**src/verilog/counter_array_pkg.sv**
```systemverilog
package counter_array_pkg;
   // special function register addresses
   localparam logic [7:0] ADDR_CTRL_STATUS  = 8'hd8;
   localparam logic [7:0] ADDR_MODE         = 8'hd9;
   localparam logic [7:0] ADDR_COUNT_LO     = 8'he9;
   localparam logic [7:0] ADDR_COUNT_HI     = 8'hf9;
   localparam logic [7:0] ADDR_MOD0_MODE    = 8'hda;
   localparam logic [7:0] ADDR_MOD1_MODE    = 8'hdb;
   localparam logic [7:0] ADDR_MOD2_MODE    = 8'hdc;
   localparam logic [7:0] ADDR_MOD0_LO      = 8'hfb;
   localparam logic [7:0] ADDR_MOD1_LO      = 8'hfd;
   localparam logic [7:0] ADDR_MOD2_LO      = 8'heb;
   localparam logic [7:0] ADDR_MOD0_HI      = 8'hfc;
   localparam logic [7:0] ADDR_MOD1_HI      = 8'hea;
   localparam logic [7:0] ADDR_MOD2_HI      = 8'hec;

   // control/status bit positions
   localparam int CS_OVF  = 7;
   localparam int CS_RUN  = 6;
   localparam int CS_MF2  = 2;
   // mode register bit positions
   localparam int MD_IDLE = 7;
   localparam int MD_WDON = 6;
   localparam int MD_LOCK = 5;
   localparam int MD_CPS_HI = 3;
   localparam int MD_CPS_LO = 1;
   localparam int MD_OVFIE = 0;
   // module mode register bit positions
   localparam int MM_PWM16 = 7;
   localparam int MM_ECOM  = 6;
   localparam int MM_MAT   = 3;
   localparam int MM_TOG   = 2;
   localparam int MM_PWM   = 1;
   localparam int MM_IE    = 0;

   localparam logic [7:0] CS_RESET    = 8'h00;
   localparam logic [7:0] CS_RD_MASK  = 8'hc7;
   localparam logic [7:0] MODE_RESET  = 8'h40;
   localparam logic [7:0] MODE_WR_MASK = 8'hef;
   localparam logic [7:0] MM_RESET    = 8'h00;
   localparam logic [7:0] SW_TIMER    = 8'h48;
   localparam logic [7:0] BYTE_MAX    = 8'hff;
   localparam logic [2:0] CPS_SYS_DIV12 = 3'h0;
   localparam logic [2:0] CPS_SYS_DIV4  = 3'h1;
   localparam logic [2:0] CPS_SYS       = 3'h4;
   localparam logic [3:0] DIV12_LAST  = 4'hb;
   localparam logic [3:0] DIV4_LAST   = 4'h3;
   localparam int NUM_MODULES = 3;
endpackage

```
**src/verilog/counter_tick_gen.sv**
```systemverilog
`timescale 1ns/100ps
module counter_tick_gen
   import counter_array_pkg::*;
(
   input  wire logic       clk,
   input  wire logic       rst,
   input  wire logic [2:0] source_sel,
   input  wire logic       ext_tick,
   input  wire logic       enable,
   output logic            tick
);
   logic [3:0] div_reg;
   logic [3:0] div_last;

   always_comb begin
      div_last = (source_sel == CPS_SYS_DIV4) ? DIV4_LAST : DIV12_LAST;
   end

   // divider runs only while counting is allowed
   always_ff @(posedge clk) begin
      if (rst || !enable) begin
         div_reg <= 4'h0;
      end else if (div_reg >= div_last) begin
         div_reg <= 4'h0;
      end else begin
         div_reg <= div_reg + 4'h1;
      end
   end

   always_comb begin
      case (source_sel)
         CPS_SYS_DIV12: tick = enable && (div_reg >= div_last);
         CPS_SYS_DIV4:  tick = enable && (div_reg >= div_last);
         CPS_SYS:       tick = enable;
         default:       tick = enable && ext_tick;
      endcase
   end
endmodule // counter_tick_gen

```
**src/verilog/compare_module.sv**
```systemverilog
`timescale 1ns/100ps
module compare_module
   import counter_array_pkg::*;
(
   input  wire logic        clk,
   input  wire logic        rst,
   input  wire logic        tick,
   input  wire logic [15:0] count,
   input  wire logic        low_wrap,
   input  wire logic        wr_lo,
   input  wire logic        wr_hi,
   input  wire logic        wr_mode,
   input  wire logic [7:0]  wdata,
   input  wire logic        force_timer,
   output logic [7:0]       mode_reg,
   output logic [15:0]      value_reg,
   output logic             match,
   output logic             pwm_out
);
   logic [15:0] value_next;
   logic        pwm_next;

   always_comb begin
      value_next = value_reg;
      if (wr_lo) begin
         value_next[7:0] = wdata;
      end
      if (wr_hi) begin
         value_next[15:8] = wdata;
      end
   end

   always_ff @(posedge clk) begin
      if (rst) begin
         value_reg <= 16'h0000;
      end else begin
         value_reg <= value_next;
      end
   end

   always_ff @(posedge clk) begin
      if (rst) begin
         mode_reg <= MM_RESET;
      end else if (force_timer) begin
         mode_reg <= SW_TIMER | (mode_reg & 8'h0001);
      end else if (wr_mode) begin
         mode_reg <= wdata;
      end else if (wr_lo) begin
         // low write clears
         mode_reg[MM_ECOM] <= 1'b0;
      end else if (wr_hi) begin
         // high write sets
         mode_reg[MM_ECOM] <= 1'b1;
      end
   end

   always_comb begin
      match = tick && mode_reg[MM_ECOM] && (count == value_reg);
   end

   always_comb begin
      pwm_next = pwm_out;
      if (!mode_reg[MM_ECOM]) begin
         // zero duty
         pwm_next = 1'b0;
      end else if (mode_reg[MM_PWM] && mode_reg[MM_PWM16] && tick) begin
         // sixteen bit duty
         if (count == 16'hffff) begin
            pwm_next = (value_reg == 16'h0000);
         end else if (count + 16'h0001 == value_reg) begin
            pwm_next = 1'b1;
         end
      end
   end

   always_ff @(posedge clk) begin
      if (rst) begin
         pwm_out <= 1'b0;
      end else begin
         pwm_out <= pwm_next;
      end
   end
endmodule // compare_module

```
**src/verilog/counter_array_watchdog.sv**
```systemverilog
// Overview of operation
// 16-bit PWM duty equals (65536 minus compare value) over 65536.
// compare enable cleared holds PWM output at zero duty.
// module 2 watchdog resets system when updates come too late.
// module 2 high byte compared to counter high; low byte is offset.
// watchdog enabled after every reset.
// watchdog enabled forces counter to run.
// watchdog enabled ignores counter byte writes.
// watchdog enabled freezes clock select and idle suspend bit.
// watchdog enabled forces module 2 timer mode, blocks its mode writes.
// run bit writes do not stop the counter while watchdog is on; run bit reads software value. Run bit starts and stops the counter while watchdog is off.
// update write loads counter high plus offset, data discarded.
// reset when low byte overflows while update equals counter high.
// offset counts low byte overflows; first overflow within 256 clocks.
// writing one to module 2 match flag forces immediate reset.
// setting enable or lock bit enables watchdog.
// lock holds watchdog until reset; else clearing enable disables.
// reset gives divide-by-12 clock, zero low byte and offset.
// software reconfigures: disable, clock, offset, idle, enable, update.
// idle suspend bit stops counting during processor idle.
// control/status resets zero; bits 5 to 3 read zero.
// overflow and match flags set by hardware, interrupt, never auto-cleared.
// compare low write clears enable; high write sets it.
`timescale 1ns/100ps
module counter_array_watchdog
   import counter_array_pkg::*;
#(
   parameter int NUM_MOD = NUM_MODULES
)(
   input  wire logic        CORE_CLK,
   input  wire logic        RST,
   input  wire logic [7:0]  SFR_ADDR,
   input  wire logic        SFR_WR,
   input  wire logic        SFR_RD,
   input  wire logic [7:0]  SFR_WDATA,
   input  wire logic        CPU_IDLE,
   input  wire logic        EXT_CLK_TICK,
   output logic [7:0]       SFR_RDATA,
   output logic             WATCHDOG_RESET,
   output logic             INTERRUPT_REQ,
   output logic [2:0]       PWM_OUT
);
   logic [7:0]  ctrl_reg;
   logic [7:0]  mode_reg;
   logic [15:0] count_reg;
   logic        idle_s1_reg;
   logic        idle_s2_reg;
   logic        ext_s1_reg;
   logic        ext_s2_reg;
   logic        ext_d_reg;
   logic        wd_on;
   logic        run_eff;
   logic        count_en;
   logic        tick;
   logic        low_wrap;
   logic        wr_ctrl;
   logic        wr_mode;
   logic        wr_lo;
   logic        wr_hi;
   logic        force_reset;
   logic        wd_expire;
   logic [7:0]  rdata_next;
   logic [2:0]  match_vec;
   logic [2:0]  pwm_vec;
   logic [7:0]  mm_mode [NUM_MODULES];
   logic [15:0] mm_value [NUM_MODULES];
   logic [7:0]  addr_mode [NUM_MODULES];
   logic [7:0]  addr_lo   [NUM_MODULES];
   logic [7:0]  addr_hi   [NUM_MODULES];
   logic [7:0]  update_next;

   assign addr_mode[0] = ADDR_MOD0_MODE;
   assign addr_mode[1] = ADDR_MOD1_MODE;
   assign addr_mode[2] = ADDR_MOD2_MODE;
   assign addr_lo[0]   = ADDR_MOD0_LO;
   assign addr_lo[1]   = ADDR_MOD1_LO;
   assign addr_lo[2]   = ADDR_MOD2_LO;
   assign addr_hi[0]   = ADDR_MOD0_HI;
   assign addr_hi[1]   = ADDR_MOD1_HI;
   assign addr_hi[2]   = ADDR_MOD2_HI;

   // pin synchronisers
   always_ff @(posedge CORE_CLK) begin
      if (RST) begin
         idle_s1_reg <= 1'b0;
         idle_s2_reg <= 1'b0;
         ext_s1_reg  <= 1'b0;
         ext_s2_reg  <= 1'b0;
         ext_d_reg   <= 1'b0;
      end else begin
         idle_s1_reg <= CPU_IDLE;
         idle_s2_reg <= idle_s1_reg;
         ext_s1_reg  <= EXT_CLK_TICK;
         ext_s2_reg  <= ext_s1_reg;
         ext_d_reg   <= ext_s2_reg;
      end
   end

   // enable or lock
   assign wd_on = mode_reg[MD_WDON] || mode_reg[MD_LOCK];

   always_comb begin
      wr_ctrl = SFR_WR && (SFR_ADDR == ADDR_CTRL_STATUS);
      wr_mode = SFR_WR && (SFR_ADDR == ADDR_MODE);
   end

   // forced run
   assign run_eff = ctrl_reg[CS_RUN] || wd_on;
   // idle suspend
   assign count_en = run_eff && !(mode_reg[MD_IDLE] && idle_s2_reg);

   counter_tick_gen u_tick (
      .clk        (CORE_CLK),
      .rst        (RST),
      .source_sel (mode_reg[MD_CPS_HI:MD_CPS_LO]),
      .ext_tick   (ext_s2_reg && !ext_d_reg),
      .enable     (count_en),
      .tick       (tick)
   );

   assign low_wrap = tick && (count_reg[7:0] == BYTE_MAX);

   // mode register
   always_ff @(posedge CORE_CLK) begin
      if (RST) begin
         // on after reset
         // divide by twelve
         mode_reg <= MODE_RESET;
      end else if (wr_mode) begin
         if (wd_on) begin
            // frozen fields
            mode_reg[MD_OVFIE] <= SFR_WDATA[MD_OVFIE];
            // lock holds
            if (!mode_reg[MD_LOCK]) begin
               mode_reg[MD_WDON] <= SFR_WDATA[MD_WDON];
               mode_reg[MD_LOCK] <= SFR_WDATA[MD_LOCK];
            end else begin
               mode_reg[MD_WDON] <= mode_reg[MD_WDON] | SFR_WDATA[MD_WDON];
            end
         end else begin
            mode_reg <= SFR_WDATA & MODE_WR_MASK;
         end
      end
   end

   // counter
   always_ff @(posedge CORE_CLK) begin
      if (RST) begin
         // low byte zero
         count_reg <= 16'h0000;
      end else if (SFR_WR && !wd_on && (SFR_ADDR == ADDR_COUNT_LO)) begin
         count_reg[7:0] <= SFR_WDATA;
      end else if (SFR_WR && !wd_on && (SFR_ADDR == ADDR_COUNT_HI)) begin
         count_reg[15:8] <= SFR_WDATA;
      end else if (tick) begin
         count_reg <= count_reg + 16'h0001;
      end
   end
   // writes ignored when on (above)

   // update reload
   assign update_next = count_reg[15:8] + mm_value[2][7:0];

   generate
      for (genvar m = 0; m < NUM_MODULES; m++) begin : g_mod
         logic lo_w;
         logic hi_w;
         logic md_w;
         logic [7:0] wd_data;
         assign lo_w = SFR_WR && (SFR_ADDR == addr_lo[m]);
         assign hi_w = SFR_WR && (SFR_ADDR == addr_hi[m]);
         // mode writes blocked
         assign md_w = SFR_WR && (SFR_ADDR == addr_mode[m]) && !((m == 2) && wd_on);
         assign wd_data = ((m == 2) && wd_on && hi_w) ? update_next : SFR_WDATA;
         compare_module u_cmp (
            .clk         (CORE_CLK),
            .rst         (RST),
            .tick        (tick && !((m == 2) && wd_on)),
            .count       (count_reg),
            .low_wrap    (low_wrap),
            .wr_lo       (lo_w),
            .wr_hi       (hi_w),
            .wr_mode     (md_w),
            .wdata       (wd_data),
            // forced timer
            .force_timer ((m == 2) && wd_on),
            .mode_reg    (mm_mode[m]),
            .value_reg   (mm_value[m]),
            .match       (match_vec[m]),
            .pwm_out     (pwm_vec[m])
         );
      end
   endgenerate

   // forced reset
   assign force_reset = wd_on && wr_ctrl && SFR_WDATA[CS_MF2];
   // expiry on wrap with high match
   assign wd_expire = wd_on && low_wrap && (mm_value[2][15:8] == count_reg[15:8]);

   // control/status
   always_ff @(posedge CORE_CLK) begin
      if (RST) begin
         // reset zero
         ctrl_reg <= CS_RESET;
      end else begin
         for (int i = 0; i < 8; i++) begin
            if (wr_ctrl && CS_RD_MASK[i]) begin
               ctrl_reg[i] <= SFR_WDATA[i];
            end
         end
         // run bit stored only
         // hardware set wins
         if (low_wrap && count_reg[15:8] == BYTE_MAX) begin
            ctrl_reg[CS_OVF] <= 1'b1;
         end
         for (int i = 0; i < NUM_MODULES; i++) begin
            if (match_vec[i] || (i == 2 && wd_on && wr_ctrl && SFR_WDATA[CS_MF2])) begin
               ctrl_reg[i] <= 1'b1;
            end
         end
      end
   end

   always_ff @(posedge CORE_CLK) begin
      if (RST) begin
         WATCHDOG_RESET <= 1'b0;
      end else begin
         WATCHDOG_RESET <= force_reset || wd_expire;
      end
   end

   // interrupt request
   always_ff @(posedge CORE_CLK) begin
      if (RST) begin
         INTERRUPT_REQ <= 1'b0;
      end else begin
         INTERRUPT_REQ <= (ctrl_reg[CS_OVF] && mode_reg[MD_OVFIE])
                          || (ctrl_reg[0] && mm_mode[0][MM_IE])
                          || (ctrl_reg[1] && mm_mode[1][MM_IE])
                          || (ctrl_reg[2] && mm_mode[2][MM_IE]);
      end
   end

   always_ff @(posedge CORE_CLK) begin
      if (RST) begin
         PWM_OUT <= 3'h0;
      end else begin
         PWM_OUT <= pwm_vec;
      end
   end

   always_comb begin
      rdata_next = 8'h00;
      case (SFR_ADDR)
         // unused read zero
         ADDR_CTRL_STATUS: rdata_next = ctrl_reg & CS_RD_MASK;
         ADDR_MODE:        rdata_next = mode_reg;
         ADDR_COUNT_LO:    rdata_next = count_reg[7:0];
         ADDR_COUNT_HI:    rdata_next = count_reg[15:8];
         ADDR_MOD0_MODE:   rdata_next = mm_mode[0];
         ADDR_MOD1_MODE:   rdata_next = mm_mode[1];
         ADDR_MOD2_MODE:   rdata_next = mm_mode[2];
         ADDR_MOD0_LO:     rdata_next = mm_value[0][7:0];
         ADDR_MOD1_LO:     rdata_next = mm_value[1][7:0];
         ADDR_MOD2_LO:     rdata_next = mm_value[2][7:0];
         ADDR_MOD0_HI:     rdata_next = mm_value[0][15:8];
         ADDR_MOD1_HI:     rdata_next = mm_value[1][15:8];
         ADDR_MOD2_HI:     rdata_next = mm_value[2][15:8];
         default:          rdata_next = 8'h00;
      endcase
   end

   always_ff @(posedge CORE_CLK) begin
      if (RST) begin
         SFR_RDATA <= 8'h00;
      end else if (SFR_RD) begin
         SFR_RDATA <= rdata_next;
      end
   end
endmodule // counter_array_watchdog

```
**config.mk**
```make
export PLATFORM = sky130hd
export DESIGN_NAME = counter_array_watchdog
export DESIGN_NICKNAME = d
export VERILOG_FILES = /design/src/verilog/counter_array_pkg.sv /design/src/verilog/counter_tick_gen.sv /design/src/verilog/compare_module.sv /design/src/verilog/counter_array_watchdog.sv
export SDC_FILE = /design/constraint.sdc
export NUM_CORES = 1
export LEC_CHECK = 0
export ABC_AREA = 1
export BUFFER_PORTS_ARGS = -buffer_cell sky130_fd_sc_hd__buf_4
export CORE_MARGIN = 5
export CORE_UTILIZATION = 35
export CTS_CLUSTER_DIAMETER = 200
export DETAILED_ROUTE_END_ITERATION = 6
export GPL_ROUTABILITY_DRIVEN = 0
export PLACE_DENSITY = 0.48
export SYNTH_ARGS = -nofsm -noshare
export SYNTH_HDL_FRONTEND = slang
export SYNTH_SLANG_ARGS = --single-unit
```
**constraint.sdc**
```tcl
create_clock -name CORE_CLK -period 2.9 [get_ports CORE_CLK]
set_input_delay 0.58 -clock CORE_CLK [delete_from_list [all_inputs] [get_ports CORE_CLK]]
set_output_delay 0.58 -clock CORE_CLK [all_outputs]
set_load 0.05 [all_outputs]
```
Word-level counts from Yosys, hierarchy flattened --
Index checks and enable logic that the tools add are counted. W data, S select, Z words.
Word-level totals: bits in registers 125, input port bits 22, output and inout bits 13
Operators by class: bitwise logic cells 6, magnitude comparators 1, multiplexer cells 36, equality and inequality tests 26, add/subtract/negate cells 3, reduce and logical (&&, ||, !) cells 86
Operators with widths (count):
- $eq A8 B8 Y1 const B | 15
- $pmux W8 S13 | 1
- $eq A16 B16 Y1 | 6
- $logic_not A16 Y1 | 3
- $logic_and A1 B1 Y1 | 44
- $mux W8 | 4
- $mux W1 | 25
- $reduce_bool A2 Y1 | 10
- $add A16 B1 Y16 const B | 1
- $eq A16 B16 Y1 const B | 1
- $mux W16 | 1
- $reduce_and A2 Y1 | 7
- $reduce_or A2 Y1 | 6
- $add A8 B8 Y8 | 1
- $eq A8 B8 Y1 | 1
- $logic_or A1 B1 Y1 | 8
- $mux W7 | 1
- $mux W6 | 1
- $reduce_bool A3 Y1 | 2
- $not A1 Y1 | 5
- $add A4 B1 Y4 const B | 1
- $ge A4 B4 Y1 | 1
- $logic_not A1 Y1 | 4
- $mux W4 | 1
- other kinds (8) | 8

Longest topological paths before layout --
depth after elaboration 10, gate-level depth with buffers 15

By module --
Synthesis repeated with hierarchy kept, for this count alone.
Unflattened totals: cell total of the unflattened synthesis 1540, area total of the unflattened synthesis 9325.2 um^2
Modules (own cells, without submodules):
- compare_module | times used 3, cells each 296, area each 1750.4 um^2
- counter_array_watchdog | times used 1, cells each 618, area each 3842.4 um^2
- counter_tick_gen | times used 1, cells each 34, area each 231.5 um^2

Worst setup path before layout --
Ideal clock, no wire load.
path type input port to flip-flop, start in SFR_ADDR[6], end reg g_mod[2].u_cmp.mode_reg[6], arrival 1.749 ns, required time 2.776 ns, stages on the path 10, path slack 1.027 ns, buffers on the path 1, cell sequence nand2_1 > nor3_4 > nand2_4 > nor2_4 > inv_2 > nor2_4 > buf_6 > nand2_1 > o22ai_2 > a21oi_1
Between the ends: word-level cells in the longest chain between the ends 6
RTL lines:
- start: declaration | RTL line counter_array_watchdog.sv:32 | input wire logic [7:0] SFR_ADDR,
- $eq A8 B8 Y1 | RTL line counter_array_watchdog.sv:171 | assign hi_w = SFR_WR && (SFR_ADDR == addr_hi[m]);
- $logic_and A1 B1 Y1 | RTL line counter_array_watchdog.sv:171
- $logic_and A1 B1 Y1 | RTL line counter_array_watchdog.sv:174 | assign wd_data = ((m == 2) && wd_on && hi_w) ? update_next : SFR_WDATA;
- $mux W8 | RTL line counter_array_watchdog.sv:174
- $mux W1 | RTL line compare_module.sv:46 | end else if (wr_mode) begin
- $mux W7 | RTL line compare_module.sv:44 | end else if (force_timer) begin
- end signal: assignment | RTL line compare_module.sv:45 | mode_reg <= SW_TIMER | (mode_reg & 8'h0001);
- end signal: assignment | RTL line compare_module.sv:47 | mode_reg <= wdata;
- end: declaration | RTL line compare_module.sv:15 | output logic [7:0] mode_reg,
Parallel ways exist; a longest one is shown, timed or not. A chain may end at the register's enable or synchronous reset.

Worst setup path after layout --
start reg mode_reg[3], end reg count_reg[9]
Between the ends: word-level cells in the longest chain between the ends 7
RTL lines:
- start: declaration | RTL line counter_array_watchdog.sv:44 | logic [7:0] mode_reg;
- start signal: indexed assignment | RTL line counter_array_watchdog.sv:132 | mode_reg[MD_OVFIE] <= SFR_WDATA[MD_OVFIE];
- start signal: indexed assignment | RTL line counter_array_watchdog.sv:135 | mode_reg[MD_WDON] <= SFR_WDATA[MD_WDON];
- start signal: indexed assignment | RTL line counter_array_watchdog.sv:136 | mode_reg[MD_LOCK] <= SFR_WDATA[MD_LOCK];
- $eq A3 B1 Y1 | RTL line counter_tick_gen.sv:16, counter_tick_gen.sv:31
- $mux W4 | RTL line counter_tick_gen.sv:16 | div_last = (source_sel == CPS_SYS_DIV4) ? DIV4_LAST : DIV12_LAST;
- $ge A4 B4 Y1 | RTL line counter_tick_gen.sv:32, counter_tick_gen.sv:33
- $logic_and A1 B1 Y1 | RTL line counter_tick_gen.sv:32, counter_tick_gen.sv:33
- $pmux W1 S2 * | RTL line counter_tick_gen.sv:31 | case (source_sel)
- $reduce_bool A2 Y1 (no source line) *
- $reduce_and A2 Y1 (no source line) *
- end signal: assignment | RTL line counter_array_watchdog.sv:156 | count_reg <= count_reg + 16'h0001;
- end: declaration | RTL line counter_array_watchdog.sv:45 | logic [15:0] count_reg;
Every way passes the cells marked *; elsewhere a longest branch is shown, timed or not.

==> impl_metrics.csv <==
group,metric,value,unit
outcome,status,"completed",
worst_setup_path,crit_slowest_cell,"a21oi_2",
timing,slew_violations,0,
timing,finalCriticalPeriod,2500,ps
worst_setup_path,r2r_end,"count_reg[9]$_SDFFE_PP0P_",
min_path,hold_path_class,"input port to flip-flop",
worst_setup_path,r2r_slack,400,ps
floorplanning,design.core.area,22000,sq um
timing,setup_viol,0,
timing,finalCritPeriodShare,86.3,%
floorplanning,core.rowCount,54,
clock_tree,numCtsBuffers,17,
worst_setup_path,worstPathRequired,3200,ps
clock_tree,hold_buffers,0,
power_and_ir_drop,ir_drop,0.306,mV
timing,worst_pin_slew,645,ps
placement,port_buffers,34,
timing,tns,0,ps
logic_synthesis,avgSynthCellArea,6.61,sq um
drt,wire_per_inst,22.6,um
floorplanning,fp.dieW,160,um
logic_synthesis,synth_area_leaders,"dfxtp_1 32%, nand2_1 11%, inv_1 8.0%, a21oi_1 7.3%, o21ai_0 5.4%",
logic_synthesis,yosys_warnings,0,
timing,slew_headroom,56.6,%
global_route,grt_pass1_vias,8020,
drt,drt_wl_total,34400,um
global_route,grt_start_max_net_pins,29,
worst_setup_path,critPathLaunch,"mode_reg[3]$_SDFFE_PP0P_",
floorplanning,num_io_pins,35,
logic_synthesis,ys_types,51,
clock_tree,cts_tree,"done",
clock_tree,cts_buffer_depth,2,
worst_setup_path,reg2reg_depth,12,
worst_setup_path,r2r_start,"mode_reg[3]$_SDFFE_PP0P_",
worst_setup_path,crit_fanout,13,
floorplanning,die_h,160,um
clock_tree,numClockSinks,125,
logic_synthesis,ys_ff_latch,125,
clock_tree,cts-resized-gates,0,
drt,antenna_left,0,
global_route,grt_remaining_overflow,0,
logic_synthesis,synthCells,1189,
floorplanning,die-area,25600,sq um
cells_and_area,nets,1262,
logic_synthesis,synth_seq_area_share,31.8,%
global_route,grt_usage,26.6,%
cells_and_area,drive_gt1_share,12.3,%
drt,drt_iter0_drc,1015,
worst_setup_path,crit_type,"flip-flop to flip-flop",
logic_synthesis,netlist_area,7860,sq um
cells_and_area,largest_reg_flops,48,
timing,fmax,0.400,GHz
global_route,grt_pass1_wl,51400,um
timing,fin_worst_skew,10.7,ps
worst_setup_path,worstSetupStartpointType,"flip-flop",
clock_tree,cts.clk_slew.worst_paths,70,ps
global_route,antenna_found_initial,0,
worst_setup_path,endpoint,"count_reg[9]$_SDFFE_PP0P_",
worst_setup_path,max_stage_delay,520,ps
power_and_ir_drop,cellPowerDensity,464,nW/um^2
timing,rsz0062_at_grt,"no",
timing,setup_ws,399,ps
drt,firstDrtPassIters,5,
clock_tree,htree_levels,4,
logic_synthesis,synth_top_area_share,31.8,%
timing,holdWs,347,ps
floorplanning,start_util,35.8,%
logic_synthesis,synth_top_area_cell,"dfxtp_1",
placement,place.detailed.hpwl,27300,um
drt,via_per_inst,5.54,
clock_tree,clockRootBuffer,"clkbuf_16",
cells_and_area,diodes,0,
worst_setup_path,cp_cell_sequence,"inv_1, nand2_1, nor2_1, ha_1, inv_1, nor2_1, nor3_1, nand2b_1, a21oi_2, o21ai_0, o21ai_0, a21oi_1",
clock_tree,postCtsSetupRepairBufs,0,
drt,drcViolationCount,0,
cells_and_area,area_growth_syn_to_layout,15.6,%
job,maxCapViolCount,0,
worst_setup_path,end_kind,"flip-flop",
clock_tree,clkLatencyLatePin,430,ps
drt,vias,8437,
logic_synthesis,syn-num-nets,1222,
worst_setup_path,cp.arrival,2800,ps
placement,pre_cts_ws,386,ps
timing,final-hold-violation-count,0,
power_and_ir_drop,p_leak,3.93,nW
## report_power, final
group,total (W),internal [W],switching (W)
Sequential,0.00173,0.00173,0.00000736
Clock,0.00230,0.00132,0.000979
Combinational,0.000188,0.0000509,0.000137
## Yosys cell counts, drive strengths merged
| master | instances |
|---|---|
| o2111ai | 3 |
| xor2 | 24 |
| clkbuf | 18 |
| xnor2 | 19 |
| and2 | 2 |
| inv | 178 |
| a211o | 1 |
| a221oi | 3 |
| nor3 | 9 |
| o21bai | 3 |
| or2 | 3 |
| a2111oi | 1 |
| dfxtp | 125 |
| a21oi | 116 |
| ha | 10 |
| a211oi | 4 |
| nor4 | 14 |
| nand2 | 242 |
| o21ai | 105 |
| nor3b | 1 |
| fa | 1 |
| nor2 | 104 |
| o22ai | 36 |
| a21o | 1 |
| o31ai | 1 |
| nand4 | 22 |
| buf | 26 |
| o211ai | 5 |
| nand2b | 1 |
| o221ai | 10 |
| nand3 | 86 |
| a31oi | 12 |
| nand3b | 3 |
## worst max-delay path, delay by kind of cell, from the launching register on
| family | cells | cell delay, ps |
|---|---|---|
| buffers and inverters | 2 | 100 |
| adder cells (fa/ha/maj) | 1 | 270 |
| flip-flops | 1 | 310 |
| AO/OA/AOI/OAI | 4 | 960 |
| AND/OR/NAND/NOR | 5 | 720 |
## layout make-up
cell class	count	area, sq um
Clock buffer	17	425
Clock inverter	15	193
Fill cell	2402	12900
Inverter	178	668
Multi-Input combinational cell	842	4460
Sequential cell	125	2500
Tap cell	280	350
Timing Repair Buffer	65	488
## through the flow
step	area, sq um	power (W)	instances	util (%)
floorplan	7860	0.00186	1189	-
global placement	8470	0.00196	1490	38.6
detailed placement	8470	0.00196	1490	38.6
CTS	9090	0.00424	1522	41.4
global route	9090	0.00435	1522	41.4
finish	9090	0.00422	1522	41.4
## routing by layer
metal,vias up,wire [um],share of wire (%),global-route usage [%]
met2,403,14400,42,38.8
met5,-,0,0,0
met1,3878,15100,44,36.1
met3,96,2880,8.4,6.57
li1,4060,-,-,-
met4,0,2050,5.9,14.5
## placed cells by master, fill, tap and decap left out, types with 3 or more instances in the layout
master	netlist	routed
nor2_4	9	9
inv_6	0	6
a221oi_1	3	3
ha_1	10	10
a31oi_1	12	12
inv_8	0	5
xor2_1	24	24
o21ai_0	85	85
clkbuf_16	0	17
a211oi_1	4	4
inv_2	11	12
buf_4	9	65
dfxtp_1	125	125
nor2_1	86	86
nand2_2	9	9
nor3_1	8	8
nand4_1	22	22
a21oi_1	115	115
inv_1	167	166
xnor2_1	19	19
o2111ai_1	3	3
o21ai_1	19	19
o22ai_1	34	34
o21bai_1	3	3
nor2_2	9	9
o221ai_1	9	9
o211ai_1	5	5
or2_2	3	3
nor4_1	14	14
nand3_2	5	5
nand2_1	231	231
nand3_1	81	81
## worst min path at each step
stage / startpoint / slack, ps / cells past startpoint / endpoint
final: EXT_CLK_TICK / 350 / 3 / ext_s1_reg$_SDFF_PP0_
after global routing: EXT_CLK_TICK / 360 / 3 / ext_s1_reg$_SDFF_PP0_
after CTS: EXT_CLK_TICK / 340 / 3 / ext_s1_reg$_SDFF_PP0_
after detailed placement: idle_s1_reg$_SDFF_PP0_ / 390 / 2 / idle_s2_reg$_SDFF_PP0_
after global placement: idle_s1_reg$_SDFF_PP0_ / 390 / 2 / idle_s2_reg$_SDFF_PP0_
after floorplan: ext_s1_reg$_SDFF_PP0_ / 390 / 2 / ext_s2_reg$_SDFF_PP0_
## cells by family (layout without fill, tap and decap cells)
kind of cell	count (synthesis)	in the layout	share of synthesized area, %
AOI/OAI and AO/OA	301	301	21.6
xor gates and xnor gates	43	43	4.79
and+or+nand+nor	487	487	28.5
DFF	125	125	31.8
buffers and inverters	222	275	11.4
adders and majority gates	11	11	1.85
(Power assumes the default switching activity.)
